===== config.mk =====
export PLATFORM = sky130hd
export DESIGN_NAME = mcsi_core
export DESIGN_NICKNAME = d
export VERILOG_FILES = /design/src/core/mcsi_pkg.sv /design/src/core/mcsi_core.sv
export SDC_FILE = /design/constraint.sdc
export NUM_CORES = 1
export LEC_CHECK = 0
export BUFFER_PORTS_ARGS = -buffer_cell sky130_fd_sc_hd__buf_2
export CAP_MARGIN = 10
export CORE_MARGIN = 2
export CORE_UTILIZATION = 60
export CTS_BUF_LIST = sky130_fd_sc_hd__clkbuf_4
export DETAILED_ROUTE_END_ITERATION = 8
export PLACE_DENSITY_LB_ADDON = 0.2
export SKIP_CTS_REPAIR_TIMING = 1
export SLEW_MARGIN = 30
export SYNTH_ARGS = -nofsm -noshare
export SYNTH_HDL_FRONTEND = slang
export SYNTH_SLANG_ARGS = --single-unit

===== constraint.sdc =====
create_clock -name ref_clk -period 4.8 [get_ports ref_clk]
set_input_delay 0.96 -clock ref_clk [delete_from_list [all_inputs] [get_ports ref_clk]]
set_output_delay 0.96 -clock ref_clk [all_outputs]
set_load 0.005 [all_outputs]

===== src/core/mcsi_pkg.sv =====
// package: register map, field layout and carrier types of the motor control start-up block
package mcsi_pkg;

  // register offsets (byte addresses on the 8-bit register port)
  localparam logic [7:0] OFF_CTRL = 8'h00;
  localparam logic [7:0] OFF_ENABLE = 8'h01;
  localparam logic [7:0] OFF_STATUS = 8'h02;
  localparam logic [7:0] OFF_AUX_STATUS = 8'h03;
  localparam logic [7:0] OFF_AUX_ENABLE = 8'h04;
  localparam logic [7:0] OFF_TIMER_HIGH = 8'h05;
  localparam logic [7:0] OFF_TIMER_LOW = 8'h06;
  localparam logic [7:0] OFF_PREV_CAPTURE = 8'h07;
  localparam logic [7:0] OFF_CURR_CAPTURE = 8'h08;
  localparam logic [7:0] OFF_NEXT_COMPARE = 8'h09;
  localparam logic [7:0] OFF_DEMAG = 8'h0a;
  localparam logic [7:0] OFF_REPETITION = 8'h0b;
  localparam logic [7:0] OFF_PWM_CONFIG = 8'h0c;
  // compare bytes: low at base + 2*n, high at base + 2*n + 1, n = period, u, v, w
  localparam logic [7:0] OFF_COMPARE_BASE = 8'h0d;
  localparam logic [7:0] OFF_COMPARE_LAST = 8'h14;

  // control register fields
  localparam int CTRL_UNIT_CLK_EN = 0;
  localparam int CTRL_SPEED_MODE = 1;
  localparam int CTRL_SW_CAPTURE = 2;
  localparam logic [7:0] CTRL_WRITE_MASK = 8'h07;

  // flag indices; 0..7 match the status byte, 8..9 the aux status byte
  localparam int FLG_CC = 0;
  localparam int FLG_DM = 1;
  localparam int FLG_ZC = 2;
  localparam int FLG_ES = 3;
  localparam int FLG_CL = 4;
  localparam int FLG_RD = 5;
  localparam int FLG_RU = 6;
  localparam int FLG_PU = 7;
  localparam int FLG_SE = 8;
  localparam int FLG_SO = 9;
  localparam int NUM_FLAGS = 10;

  // enable register bit positions (pu, se, ratio, cl, es, zc, dm, cc)
  localparam int EN_RATIO = 5;
  localparam int EN_SPEED_ERR = 6;
  localparam int EN_PWM_UPD = 7;
  localparam int AUX_EN_SAMPLING = 0;

  // reset values
  localparam logic [7:0] RST_BYTE = 8'h00;
  localparam logic [15:0] RST_WORD = 16'h0000;
  localparam logic [11:0] RST_PWM_CNT = 12'h000;

  localparam int NUM_COMPARES = 4;
  localparam int CMP_PERIOD = 0;

  // register port request
  typedef struct packed {
    logic [7:0] addr;
    logic [7:0] wdata;
    logic wr;
    logic rd;
  } mcsi_bus_req_t;

  // power state seen from the processor
  typedef struct packed {
    logic wait_mode;
    logic deep_stop;
    logic global_mask;
  } mcsi_power_t;

endpackage : mcsi_pkg


===== src/core/mcsi_core.sv =====
// module: start-up, low-power behaviour, interrupt flags and timer capture of the motor unit
//
// Local design decisions: the address-and-strobe port and the address map.
`timescale 1ns/10ps

// What this block does
// counter held at zero while the unit clock enable is low
// setting the clock enable starts the pwm counter from zero
// setting the clock enable forces all preload copies into active registers
// software writes compare low then high before enabling, in 12-bit mode
// forced transfer raises the update event and the pwm update flag
// software stops the motor before deep-stop or wait instruction
// in wait mode the unit runs unchanged and enabled events wake it
// in deep-stop all registers hold and the unit stays inactive
// no unit event wakes the processor from deep-stop, only from wait
// ten events routed onto three interrupt vectors
// request only with own enable set and global mask cleared
// timer high register reads the current 8-bit up counter
// sw-capture speed mode: timer high read copies timer pair into captures
// speed mode: timer low holds counter low byte, 16-bit counting
// previous capture: prior back-emf value, or pair low byte in speed mode
// current capture: latest back-emf value, or pair high byte in speed mode
// speed mode: current capture read blocks captures until previous read
// current capture, next compare, demagnetization reset to zero
// pwm update flag set when compares move from preload to active
// enable bit 1 permits the interrupt, 0 suppresses it
// flags stay set until software clears them
// ratio up and ratio down share one enable bit
module mcsi_core
  import mcsi_pkg::*;
(
  // clock, reset, clock enable
  input wire logic ref_clk,
  input wire logic reset,
  input wire logic clk_en,
  // register port
  input wire mcsi_bus_req_t bus_req,
  output logic [7:0] bus_rdata,
  // processor power state and global interrupt mask
  input wire mcsi_power_t power,
  // hardware events from the motor logic, indexed by flag index
  input wire logic [NUM_FLAGS-1:0] hw_events,
  // interrupt vectors and wake-up from wait
  output logic [2:0] irq_vec,
  output logic wake_wait,
  // pwm generator state
  output logic [11:0] pwm_count,
  output logic update_event,
  output logic [15:0] period_active,
  output logic [15:0] phase_u_active,
  output logic [15:0] phase_v_active,
  output logic [15:0] phase_w_active,
  output logic [7:0] pwm_config_active
);

  // advance only with clock enable and outside deep-stop
  logic run;
  assign run = clk_en & ~power.deep_stop;

  // control and software registers
  logic [7:0] ctrl_q;
  logic [7:0] enable_q;
  logic aux_en_q;
  logic [NUM_FLAGS-1:0] flags_q;
  logic [NUM_FLAGS-1:0] flags_d;
  logic [7:0] tim_hi_q;
  logic [7:0] tim_lo_q;
  logic [7:0] prev_cap_q;
  logic [7:0] curr_cap_q;
  logic [7:0] next_cmp_q;
  logic [7:0] demag_q;
  logic cap_lock_q;
  logic [7:0] rep_pre_q;
  logic [7:0] rep_act_q;
  logic [7:0] rep_cnt_q;
  logic [7:0] cfg_pre_q;
  logic [7:0] cfg_act_q;
  logic [15:0] cmp_pre_q [NUM_COMPARES];
  logic [15:0] cmp_act_q [NUM_COMPARES];
  logic [7:0] cmp_lo_q [NUM_COMPARES];
  logic [11:0] pwm_cnt_q;
  logic [7:0] rdata_q;

  // bus strobes qualified by the run condition
  logic wr;
  logic rd;
  assign wr = bus_req.wr & run;
  assign rd = bus_req.rd & run;

  function automatic logic hit(input logic [7:0] a, input logic [7:0] off);
    hit = (a == off);
  endfunction : hit

  // maps the enable bytes onto one enable per flag; ratio pair shares one bit
  // shared ratio enable
  function automatic logic [NUM_FLAGS-1:0] flag_enables(input logic [7:0] en,
                                                         input logic aux);
    flag_enables = {aux, en[EN_SPEED_ERR], en[EN_PWM_UPD], en[EN_RATIO],
                    en[EN_RATIO], en[4:0]};
  endfunction : flag_enables

  // start of the unit: clock enable written from 0 to 1
  logic start;
  assign start = wr & hit(bus_req.addr, OFF_CTRL) & bus_req.wdata[CTRL_UNIT_CLK_EN]
                 & ~ctrl_q[CTRL_UNIT_CLK_EN];

  logic unit_on;
  logic speed_mode;
  logic sw_capture;
  assign unit_on = ctrl_q[CTRL_UNIT_CLK_EN];
  assign speed_mode = ctrl_q[CTRL_SPEED_MODE];
  assign sw_capture = ctrl_q[CTRL_SW_CAPTURE];

  // periodic update: counter at period with repetition count exhausted
  logic wrap;
  logic periodic_xfer;
  assign wrap = unit_on & (pwm_cnt_q == cmp_act_q[CMP_PERIOD][15:4]);
  assign periodic_xfer = wrap & (rep_cnt_q == RST_BYTE);
  // start forces transfer
  assign update_event = run & (start | periodic_xfer);

  // control register
  always_ff @(posedge ref_clk) begin
    if (reset) begin
      ctrl_q <= RST_BYTE;
    end else if (wr & hit(bus_req.addr, OFF_CTRL)) begin
      ctrl_q <= bus_req.wdata & CTRL_WRITE_MASK;
    end
  end

  // enable registers
  always_ff @(posedge ref_clk) begin
    if (reset) begin
      enable_q <= RST_BYTE;
      aux_en_q <= 1'b0;
    end else begin
      if (wr & hit(bus_req.addr, OFF_ENABLE)) begin
        enable_q <= bus_req.wdata;
      end
      if (wr & hit(bus_req.addr, OFF_AUX_ENABLE)) begin
        aux_en_q <= bus_req.wdata[AUX_EN_SAMPLING];
      end
    end
  end

  // sticky flags; writing 0 to a bit clears it, a new event in that cycle wins
  logic [NUM_FLAGS-1:0] flag_set;
  logic [NUM_FLAGS-1:0] flag_clr;
  always_comb begin
    flag_set = hw_events & {NUM_FLAGS{run}};
    // update sets flag
    flag_set[FLG_PU] = hw_events[FLG_PU] | update_event;
    flag_clr = '0;
    if (wr & hit(bus_req.addr, OFF_STATUS)) begin
      flag_clr[7:0] = ~bus_req.wdata;
    end
    if (wr & hit(bus_req.addr, OFF_AUX_STATUS)) begin
      flag_clr[FLG_SE] = ~bus_req.wdata[0];
      flag_clr[FLG_SO] = ~bus_req.wdata[1];
    end
    // held until cleared
    flags_d = (flags_q & ~flag_clr) | flag_set;
  end

  // flag register
  always_ff @(posedge ref_clk) begin
    if (reset) begin
      flags_q <= '0;
    end else if (run) begin
      flags_q <= flags_d;
    end
  end

  // interrupt routing onto three vectors
  logic [NUM_FLAGS-1:0] pending;
  // enable gating
  assign pending = flags_q & flag_enables(enable_q, aux_en_q);
  // vector grouping, R11 global mask
  assign irq_vec[0] = ~power.global_mask & (pending[FLG_ES] | pending[FLG_CL]);
  assign irq_vec[1] = ~power.global_mask & (|{pending[FLG_RU], pending[FLG_RD],
                      pending[FLG_SE], pending[FLG_ZC], pending[FLG_DM], pending[FLG_CC]});
  assign irq_vec[2] = ~power.global_mask & (pending[FLG_PU] | pending[FLG_SO]);
  // wait wake-up, R9 never out of deep-stop
  assign wake_wait = power.wait_mode & ~power.deep_stop & (|irq_vec);

  // pwm counter: zero while disabled, counts from zero after start
  always_ff @(posedge ref_clk) begin
    if (reset) begin
      pwm_cnt_q <= RST_PWM_CNT;
    end else if (run) begin
      // held at zero, R2 starts from zero
      if (!unit_on || wrap) begin
        pwm_cnt_q <= RST_PWM_CNT;
      end else begin
        pwm_cnt_q <= pwm_cnt_q + 12'h001;
      end
    end
  end

  // repetition down-counter, auto-reloaded from the active repetition value
  always_ff @(posedge ref_clk) begin
    if (reset) begin
      rep_cnt_q <= RST_BYTE;
    end else if (run) begin
      if (start) begin
        rep_cnt_q <= rep_pre_q;
      end else if (periodic_xfer) begin
        rep_cnt_q <= rep_act_q;
      end else if (wrap) begin
        rep_cnt_q <= rep_cnt_q - 8'h01;
      end
    end
  end

  // preload copies of repetition and configuration
  always_ff @(posedge ref_clk) begin
    if (reset) begin
      rep_pre_q <= RST_BYTE;
      cfg_pre_q <= RST_BYTE;
    end else begin
      if (wr & hit(bus_req.addr, OFF_REPETITION)) begin
        rep_pre_q <= bus_req.wdata;
      end
      if (wr & hit(bus_req.addr, OFF_PWM_CONFIG)) begin
        cfg_pre_q <= bus_req.wdata;
      end
    end
  end

  // active copies of repetition and configuration
  always_ff @(posedge ref_clk) begin
    if (reset) begin
      rep_act_q <= RST_BYTE;
      cfg_act_q <= RST_BYTE;
    end else if (update_event) begin
      // repetition and config transfer
      rep_act_q <= rep_pre_q;
      cfg_act_q <= cfg_pre_q;
    end
  end

  // compare registers; low byte waits until the high byte completes the word,
  // so an update between the two writes still takes the old word
  genvar gi;
  generate
    for (gi = 0; gi < NUM_COMPARES; gi++) begin : g_cmp
      localparam logic [7:0] OFF_LO = OFF_COMPARE_BASE + 8'(2 * gi);
      localparam logic [7:0] OFF_HI = OFF_COMPARE_BASE + 8'(2 * gi + 1);
      always_ff @(posedge ref_clk) begin
        if (reset) begin
          cmp_lo_q[gi] <= RST_BYTE;
          cmp_pre_q[gi] <= RST_WORD;
        end else if (wr) begin
          if (hit(bus_req.addr, OFF_LO)) begin
            cmp_lo_q[gi] <= bus_req.wdata;
          end
          // high byte commits the word
          if (hit(bus_req.addr, OFF_HI)) begin
            cmp_pre_q[gi] <= {bus_req.wdata, cmp_lo_q[gi]};
          end
        end
      end
      always_ff @(posedge ref_clk) begin
        if (reset) begin
          cmp_act_q[gi] <= RST_WORD;
        end else if (update_event) begin
          // compare transfer
          cmp_act_q[gi] <= cmp_pre_q[gi];
        end
      end
    end
  endgenerate

  // motor timer: 8-bit counter, 16-bit with the low byte in speed mode
  always_ff @(posedge ref_clk) begin
    if (reset) begin
      tim_hi_q <= RST_BYTE;
      tim_lo_q <= RST_BYTE;
    end else if (run) begin
      if (wr & hit(bus_req.addr, OFF_TIMER_HIGH)) begin
        tim_hi_q <= bus_req.wdata;
      end else if (wr & hit(bus_req.addr, OFF_TIMER_LOW)) begin
        tim_lo_q <= bus_req.wdata;
      end else if (unit_on) begin
        if (speed_mode) begin
          // R14 16-bit counting
          {tim_hi_q, tim_lo_q} <= {tim_hi_q, tim_lo_q} + 16'h0001;
        end else begin
          // R12 8-bit counting
          tim_hi_q <= tim_hi_q + 8'h01;
        end
      end
    end
  end

  // capture triggers
  logic sw_cap;
  logic bemf_cap;
  assign sw_cap = rd & hit(bus_req.addr, OFF_TIMER_HIGH) & speed_mode & sw_capture
                  & ~cap_lock_q;
  assign bemf_cap = run & hw_events[FLG_ZC] & ~speed_mode;

  // capture registers
  always_ff @(posedge ref_clk) begin
    if (reset) begin
      prev_cap_q <= RST_BYTE;
      // capture reset
      curr_cap_q <= RST_BYTE;
    end else if (run) begin
      if (sw_cap) begin
        // pair copy, R15 low byte, R16 high byte
        curr_cap_q <= tim_hi_q;
        prev_cap_q <= tim_lo_q;
      end else if (bemf_cap) begin
        // previous value, R16 latest value
        prev_cap_q <= curr_cap_q;
        curr_cap_q <= tim_hi_q;
      end else if (wr & hit(bus_req.addr, OFF_PREV_CAPTURE)) begin
        prev_cap_q <= bus_req.wdata;
      end else if (wr & hit(bus_req.addr, OFF_CURR_CAPTURE)) begin
        curr_cap_q <= bus_req.wdata;
      end
    end
  end

  // capture lock keeps the two capture bytes coherent between reads
  always_ff @(posedge ref_clk) begin
    if (reset) begin
      cap_lock_q <= 1'b0;
    end else if (rd & speed_mode) begin
      // lock on current read, release on previous read
      if (hit(bus_req.addr, OFF_CURR_CAPTURE)) begin
        cap_lock_q <= 1'b1;
      end else if (hit(bus_req.addr, OFF_PREV_CAPTURE)) begin
        cap_lock_q <= 1'b0;
      end
    end
  end

  // next compare and demagnetization registers
  always_ff @(posedge ref_clk) begin
    if (reset) begin
      // reset to zero
      next_cmp_q <= RST_BYTE;
      demag_q <= RST_BYTE;
    end else begin
      if (wr & hit(bus_req.addr, OFF_NEXT_COMPARE)) begin
        next_cmp_q <= bus_req.wdata;
      end
      if (wr & hit(bus_req.addr, OFF_DEMAG)) begin
        demag_q <= bus_req.wdata;
      end
    end
  end

  // read multiplexer; compares read back the high byte of their preload copies and the last written low byte
  logic [7:0] rmux;
  logic [7:0] cidx;
  always_comb begin
    rmux = RST_BYTE;
    cidx = bus_req.addr - OFF_COMPARE_BASE;
    case (bus_req.addr)
      OFF_CTRL: rmux = ctrl_q;
      OFF_ENABLE: rmux = enable_q;
      OFF_STATUS: rmux = flags_q[7:0];
      OFF_AUX_STATUS: rmux = {6'h00, flags_q[FLG_SO], flags_q[FLG_SE]};
      OFF_AUX_ENABLE: rmux = {7'h00, aux_en_q};
      OFF_TIMER_HIGH: rmux = tim_hi_q;
      OFF_TIMER_LOW: rmux = tim_lo_q;
      OFF_PREV_CAPTURE: rmux = prev_cap_q;
      OFF_CURR_CAPTURE: rmux = curr_cap_q;
      OFF_NEXT_COMPARE: rmux = next_cmp_q;
      OFF_DEMAG: rmux = demag_q;
      OFF_REPETITION: rmux = rep_pre_q;
      OFF_PWM_CONFIG: rmux = cfg_pre_q;
      default: begin
        if (bus_req.addr >= OFF_COMPARE_BASE && bus_req.addr <= OFF_COMPARE_LAST) begin
          rmux = cidx[0] ? cmp_pre_q[cidx[2:1]][15:8] : cmp_lo_q[cidx[2:1]];
        end
      end
    endcase
  end

  // read data stands in the cycle after the strobe only; frozen with the unit
  always_ff @(posedge ref_clk) begin
    if (reset) begin
      rdata_q <= RST_BYTE;
    end else if (run) begin
      if (rd) begin
        rdata_q <= rmux;
      end else begin
        rdata_q <= RST_BYTE;
      end
    end
  end

  assign bus_rdata = rdata_q;
  assign pwm_count = pwm_cnt_q;
  assign period_active = cmp_act_q[0];
  assign phase_u_active = cmp_act_q[1];
  assign phase_v_active = cmp_act_q[2];
  assign phase_w_active = cmp_act_q[3];
  assign pwm_config_active = cfg_act_q;
endmodule : mcsi_core


# Word level (Yosys, flattened, before mapping)
# Memory sizes are Yosys's and may differ from the RTL's.
# Index checks and enable logic that the tools add are counted.
dict set report op_classes {
  n_bitwise 63
  order_cmp 2
  n_reduce_logical 20
  n_mux 75
  eq_ne 23
  add_sub_neg 5
}
# operator n
set ops {}
lappend ops {{2-to-1 mux 8 bit} 25}
lappend ops {{2-to-1 mux 16 bit} 8}
lappend ops {{case mux 8 bit (13 select lines)} 1}
lappend ops {{== test 8 x 4 -> 1 bit, second input constant} 8}
lappend ops {{== test 8 x 5 -> 1 bit, second input constant} 5}
lappend ops {{2-to-1 mux 1 bit} 39}
lappend ops {{AND 1 bit} 33}
lappend ops {{== test 8 x 3 -> 1 bit, second input constant} 4}
lappend ops {{AND 10 bit} 3}
lappend ops {{adder 16 x 1 -> 16 bit, second input constant} 1}
lappend ops {{== test 8 x 2 -> 1 bit, second input constant} 2}
lappend ops {{zero test 8 bit} 2}
lappend ops {{OR 1 bit} 16}
lappend ops {{adder 12 x 1 -> 12 bit, second input constant} 1}
lappend ops {{== test 12 bit} 1}
lappend ops {{2-to-1 mux 12 bit} 1}
lappend ops {{inverter 10 bit} 1}
lappend ops {{OR 10 bit} 1}
lappend ops {{nonzero test 3 bit} 3}
lappend ops {{adder 8 x 1 -> 8 bit, second input constant} 1}
lappend ops {{== test 8 x 1 -> 1 bit, second input constant} 1}
lappend ops {{>= comparator 8 x 4 -> 1 bit, second input constant} 1}
lappend ops {{<= comparator 8 x 5 -> 1 bit, second input constant} 1}
lappend ops {{inverter 1 bit} 8}
lappend ops {{other kinds (15)} 21}
dict set report totals {
  n_memories 3
  out_inout_bits 97
  ram_bits 160
  inputBits 34
  regBits 131
  word_cells 209
}
# memory words word_bits rd rd_clocked_by_memory_dff wr line
set memory_table {}
lappend memory_table {cmp_act_q 4 16 4 0 4 mcsi_core.sv:79} ;# logic [15:0] cmp_act_q [NUM_COMPARES];
lappend memory_table {cmp_pre_q 4 16 5 0 4 mcsi_core.sv:78} ;# logic [15:0] cmp_pre_q [NUM_COMPARES];
lappend memory_table {cmp_lo_q 4 8 5 0 4 mcsi_core.sv:80} ;# logic [7:0] cmp_lo_q [NUM_COMPARES];

# Longest topological paths before layout
dict set report logic_depth {
  depth_word 12
  mapped_depth 10
  ltp_nobuf 7
}

# Worst setup path after synthesis
# Ideal clock, no wire load.
dict set report synth_path {
  kind {input to register}
  from {input port bus_req[10] (netlist bit)}
  to {memory cmp_act_q[0][0], enable pin}
  n_path_buf 1
  t_arrival_ns 3.447
  path_slack_ns 0.930
  path_stages 7
  cell_sequence {inv_2 -> ha_1 -> and3b_1 -> and4_1 -> clkbuf_1 -> o21ai_0 -> nand2_1}
}
# item line
set synth_rtl {}
lappend synth_rtl {{start: declaration} mcsi_core.sv:37} ;# input wire mcsi_bus_req_t bus_req,
lappend synth_rtl {{end: declaration} mcsi_core.sv:79}

# Final worst setup path
dict set report layout_path {
  from {register rep_cnt_q[0]}
  to {output port update_event}
}
dict set report layout_between {
  elab_chain_cells 4
}
# item line
set layout_lines {}
lappend layout_lines {{start: declaration} mcsi_core.sv:75} ;# logic [7:0] rep_cnt_q;
lappend layout_lines {{start signal: assignment} mcsi_core.sv:206} ;# rep_cnt_q <= rep_pre_q;
lappend layout_lines {{start signal: assignment} mcsi_core.sv:208} ;# rep_cnt_q <= rep_act_q;
lappend layout_lines {{start signal: assignment} mcsi_core.sv:210} ;# rep_cnt_q <= rep_cnt_q - 8'h01;
lappend layout_lines {{zero test 8 bit} mcsi_core.sv:118} ;# assign periodic_xfer = wrap & (rep_cnt_q == RST_BYTE);
lappend layout_lines {{AND 1 bit} mcsi_core.sv:118}
lappend layout_lines {{OR 1 bit} mcsi_core.sv:120} ;# assign update_event = run & (start | periodic_xfer);
lappend layout_lines {{AND 1 bit} mcsi_core.sv:120}
lappend layout_lines {{end: declaration} mcsi_core.sv:48} ;# output logic update_event,
# No other way between the ends.

==> metrics.txt <==
# TYPE chip_impl_metric gauge
chip_impl_metric{name="drtPass1Iterations",unit=""} 5
chip_impl_metric{name="setup_tns",unit="ps"} 0
chip_impl_metric{name="dieWidth",unit="microns"} 155.4
chip_impl_info{name="setup_repair_after_global_routing_missed_its_margin",value="false"} 1
chip_impl_metric{name="globalRoute.totalOverflow",unit=""} 0
chip_impl_metric{name="final_hold_viol_count",unit=""} 0
chip_impl_info{name="cts_tree",value="yes"} 1
chip_impl_info{name="critical_path.cell_chain",value="inv_1 -> ha_1 -> nor4bb_1 -> nand2_1 -> nor4_1 -> o21ai_0 -> inv_1 -> buf_2"} 1
chip_impl_metric{name="max_clock_freq",unit="GHz"} 0.2650
chip_impl_info{name="critical_path.most_common_cell",value="sky130_fd_sc_hd__inv_1"} 1
chip_impl_metric{name="place_congestion",unit=""} 1.004
chip_impl_metric{name="fillers",unit=""} 1727
chip_impl_metric{name="number_of_distinct_library_cells_after_synthesis",unit=""} 76
chip_impl_metric{name="synth_top_area_share",unit="%"} 34.93
chip_impl_metric{name="post_synthesis_instance_area",unit="sq um"} 13760
chip_impl_info{name="timing.critical_path.from_type",value="flop"} 1
chip_impl_metric{name="vdd.ir_drop.worst",unit="mV"} 0.1909
chip_impl_metric{name="clock_tree.htree_level_count",unit=""} 3
chip_impl_metric{name="synthesized_instance_count",unit=""} 1286
chip_impl_metric{name="multi_input_comb_area",unit="sq um"} 5844
chip_impl_metric{name="cts-buffers-inserted",unit=""} 74
chip_impl_metric{name="cts.sinks",unit=""} 291
chip_impl_metric{name="postSynthAreaPerCell",unit="sq um"} 10.70
chip_impl_metric{name="die-area",unit="sq um"} 24150
chip_impl_metric{name="detailed_place_hpwl",unit="mm"} 26.11
chip_impl_metric{name="yosysSeqAreaShare",unit="%"} 53.99
chip_impl_metric{name="placement.io_buffers",unit=""} 130
chip_impl_info{name="critical-path-slowest-cell",value="sky130_fd_sc_hd__nor4_1"} 1
chip_impl_info{name="synth_flop_cell",value="sky130_fd_sc_hd__edfxtp_1"} 1
chip_impl_metric{name="die_h",unit="microns"} 155.4
chip_impl_metric{name="critical_path.max_stage_delay",unit="ps"} 560
chip_impl_metric{name="cap_violations",unit=""} 0
chip_impl_metric{name="drt_iter0_markers",unit=""} 1085
chip_impl_metric{name="max-slew-margin-rel",unit="%"} 41.24
chip_impl_metric{name="vias_per_cell",unit=""} 6.267
chip_impl_metric{name="crit_path_max_fanout",unit=""} 7
chip_impl_metric{name="cp_num_buf_inv",unit=""} 3
chip_impl_metric{name="final.setup_skew",unit="ps"} 41.48
chip_impl_metric{name="area_growth",unit="%"} 13.36
chip_impl_metric{name="dpl_cell_area",unit="sq um"} 14600
chip_impl_metric{name="antenna_violating_nets_post_route",unit=""} 0
chip_impl_info{name="clock_tree.root_cell",value="sky130_fd_sc_hd__clkbuf_4"} 1
chip_impl_metric{name="clock_latency",unit="ps"} 700
chip_impl_metric{name="ff_latch_count_synth",unit=""} 291
chip_impl_metric{name="row_count",unit=""} 55
chip_impl_metric{name="post-route-drc-count",unit=""} 0
chip_impl_metric{name="clock_tree.buffer_depth",unit=""} 3
chip_impl_info{name="biggest_area_consumer_among_synthesized_cells",value="sky130_fd_sc_hd__edfxtp_1"} 1
chip_impl_metric{name="fin_hold_ws",unit="ps"} 460.3
chip_impl_info{name="ys_top_cells_by_area",value="sky130_fd_sc_hd__edfxtp_1 35%, sky130_fd_sc_hd__dfxtp_1 19%, sky130_fd_sc_hd__and2_1 5.4%"} 1
chip_impl_metric{name="regArea",unit="sq um"} 7427
chip_impl_metric{name="cellPowerDensity",unit="nW/um^2"} 335.6
chip_impl_metric{name="critPathRequiredTime",unit="ps"} 3840
chip_impl_metric{name="ys_async_rst_share",unit="%"} 0
chip_impl_metric{name="groute.usage.overall",unit="%"} 32.02
chip_impl_metric{name="post_route_cells_drive_above_1_share",unit="%"} 21.70
chip_impl_info{name="timing.critical_path.to_type",value="output port"} 1
chip_impl_info{name="crit_type",value="flop to output port"} 1
chip_impl_metric{name="wire_length_of_the_first_global_routing_pass",unit="mm"} 59.01
chip_impl_metric{name="via_count_of_the_first_global_routing_pass",unit=""} 10419
chip_impl_metric{name="initial_core_util",unit="%"} 60.94
chip_impl_metric{name="report.power.total",unit="W"} 0.005234
chip_impl_metric{name="synthesis.yosys.warnings",unit=""} 0
chip_impl_metric{name="synth_edf_count",unit=""} 160
chip_impl_info{name="kind_of_cell_with_the_highest_combined_delay_on_the_critical_path",value="simple AND/OR/NAND/NOR gates"} 1
chip_impl_metric{name="layout_worst_path_cycle_share",unit="%"} 78.61
chip_impl_metric{name="worst_ep_arrival_time",unit="ps"} 2810
chip_impl_metric{name="routed-via-count",unit=""} 11061
chip_impl_metric{name="layout_min_cycle_time",unit="ps"} 3773
chip_impl_metric{name="final_area",unit="sq um"} 15590
chip_impl_metric{name="num-nets-final",unit=""} 1470
chip_impl_metric{name="wire_per_inst",unit="microns"} 21.92
chip_impl_info{name="hold_class",value="flop to flop"} 1
chip_impl_metric{name="postSynthNetCount",unit=""} 1330
chip_impl_metric{name="core_area",unit="sq um"} 22570
chip_impl_metric{name="total_leakage_power",unit="nW"} 6.184
chip_impl_metric{name="tightestPinTransition",unit="ps"} 881.5
chip_impl_metric{name="clkTransAtPathRegs",unit="ps"} 60
chip_impl_info{name="run_status",value="complete, no violations"} 1
chip_impl_metric{name="antenna_found_initial",unit=""} 1
chip_impl_metric{name="setup-violations-final",unit=""} 0
chip_impl_metric{name="route.final.wire_length",unit="mm"} 38.69
chip_impl_metric{name="boundaryPins",unit=""} 131
chip_impl_metric{name="total_count_of_max_transition_violations_in_the_final_report",unit=""} 0
chip_impl_metric{name="grt_start_max_net_pins",unit=""} 69
## power by group
part	internal, W	switching [W]	leakage, nW
Clock	0.00120	0.000983	0.583
Sequential	0.00269	0.0000410	2.68
Combinational	0.000107	0.000214	2.92
## synthesized netlist by cell type, types with 18 or more instances
master,number
sky130_fd_sc_hd__a21oi_1,53
sky130_fd_sc_hd__a22oi_1,24
sky130_fd_sc_hd__a311oi_1,19
sky130_fd_sc_hd__and2_1,119
sky130_fd_sc_hd__and3_1,52
sky130_fd_sc_hd__clkbuf_1,82
sky130_fd_sc_hd__dfxtp_1,131
sky130_fd_sc_hd__edfxtp_1,160
sky130_fd_sc_hd__inv_1,20
sky130_fd_sc_hd__mux2i_1,57
sky130_fd_sc_hd__nand2_1,125
sky130_fd_sc_hd__nand3_1,40
sky130_fd_sc_hd__nor2_1,68
sky130_fd_sc_hd__nor3_1,32
sky130_fd_sc_hd__o21ai_0,33
sky130_fd_sc_hd__o31ai_1,22
sky130_fd_sc_hd__xnor2_1,18
## per-stage QoR
| stage | util (%) | setup slack, ps | std cells |
|---|---|---|---|
| 4_1_cts | 69.04 | 1014 | 1764 |
| 6_report | 69.09 | 1027 | 1765 |
| 5_1_grt | 69.09 | 853.2 | 1765 |
| 3_5_place_dp | 64.67 | 1143 | 1635 |
| 3_3_place_gp | 64.67 | 1174 | 1635 |
| 2_1_floorplan | - | 929.5 | 1286 |
## state kept, by name (all words and copies together), names as in the netlist, 10 cells and up
name       flops
cmp_act_q     64
cmp_pre_q     64
cmp_lo_q      32
pwm_count     12
flags_q       10
## per-layer routing
metal	vias to the layer above	wire length, microns	GRT usage [%]	part of all wire, %
met5	-	0	0	0
li1	5082	-	-	-
met1	5277	15220	41.01	39
met2	565	18420	51.88	48
met4	0	2115	17.21	5.5
met3	137	2931	6.017	7.6
## worst paths after layout
check / startpoint / to / slack (ps) / depth (start not counted)
min reg2reg: next_cmp_q[3]$_SDFFE_PP0P_ / next_cmp_q[3]$_SDFFE_PP0P_ / 460 / 2
min: next_cmp_q[3]$_SDFFE_PP0P_ / next_cmp_q[3]$_SDFFE_PP0P_ / 460 / 2
max reg2reg: rep_cnt_q[0]$_SDFFE_PP0P_ / cmp_act_q[2][2]$_SDFFCE_PN0P_ / 1780 / 8
max: rep_cnt_q[0]$_SDFFE_PP0P_ / update_event / 1030 / 8
## cell usage in the layout, fill, tap and decap left out, types with 32 or more instances in the layout
cell type                  synthesis  layout
sky130_fd_sc_hd__edfxtp_1        160     160
sky130_fd_sc_hd__dfxtp_1         131     131
sky130_fd_sc_hd__buf_2             4     130
sky130_fd_sc_hd__nand2_1         125     124
sky130_fd_sc_hd__and2_1          119     119
sky130_fd_sc_hd__clkbuf_4          0     116
sky130_fd_sc_hd__nor2_1           68      67
sky130_fd_sc_hd__mux2i_1          57      57
sky130_fd_sc_hd__a21oi_1          53      53
sky130_fd_sc_hd__and3_1           52      52
sky130_fd_sc_hd__nand3_1          40      40
sky130_fd_sc_hd__buf_4             0      33
sky130_fd_sc_hd__o21ai_0          33      32
sky130_fd_sc_hd__nor3_1           32      32
## worst register-to-register path, cell delays in order (launching register included)
cell	delay [ps]
sky130_fd_sc_hd__dfxtp_1	370
sky130_fd_sc_hd__inv_1	110
sky130_fd_sc_hd__ha_1	160
sky130_fd_sc_hd__nor4bb_1	210
sky130_fd_sc_hd__nand2_1	150
sky130_fd_sc_hd__nor4_1	560
sky130_fd_sc_hd__o21ai_0	290
sky130_fd_sc_hd__nand2_2	130
sky130_fd_sc_hd__buf_4	590
## cell type report
class / instances / share of cell area [%]
repair buffers: 163 / 5.761
inverters: 21 / 0.5055
clock buffers: 116 / 5.585
well taps: 285 / 2.287
clock inverters: 13 / 0.7382
multi-input cells: 875 / 37.48
flip-flops and latches: 291 / 47.63
diodes: 1 / 0.01605
## cell families (layout without fill, tap and decap cells)
group | count (synthesis) | in the layout | synth area share, %
flops | 291 | 291 | 53.99
compound gates | 237 | 237 | 11.85
xor+xnor | 33 | 33 | 2.101
mux | 79 | 79 | 7.340
fa+ha+maj | 10 | 10 | 0.9096
buf+inv | 120 | 313 | 3.793
simple gates | 516 | 516 | 20.01
other cells | 0 | 1 | 0
Power figures use the tool's default switching activity.
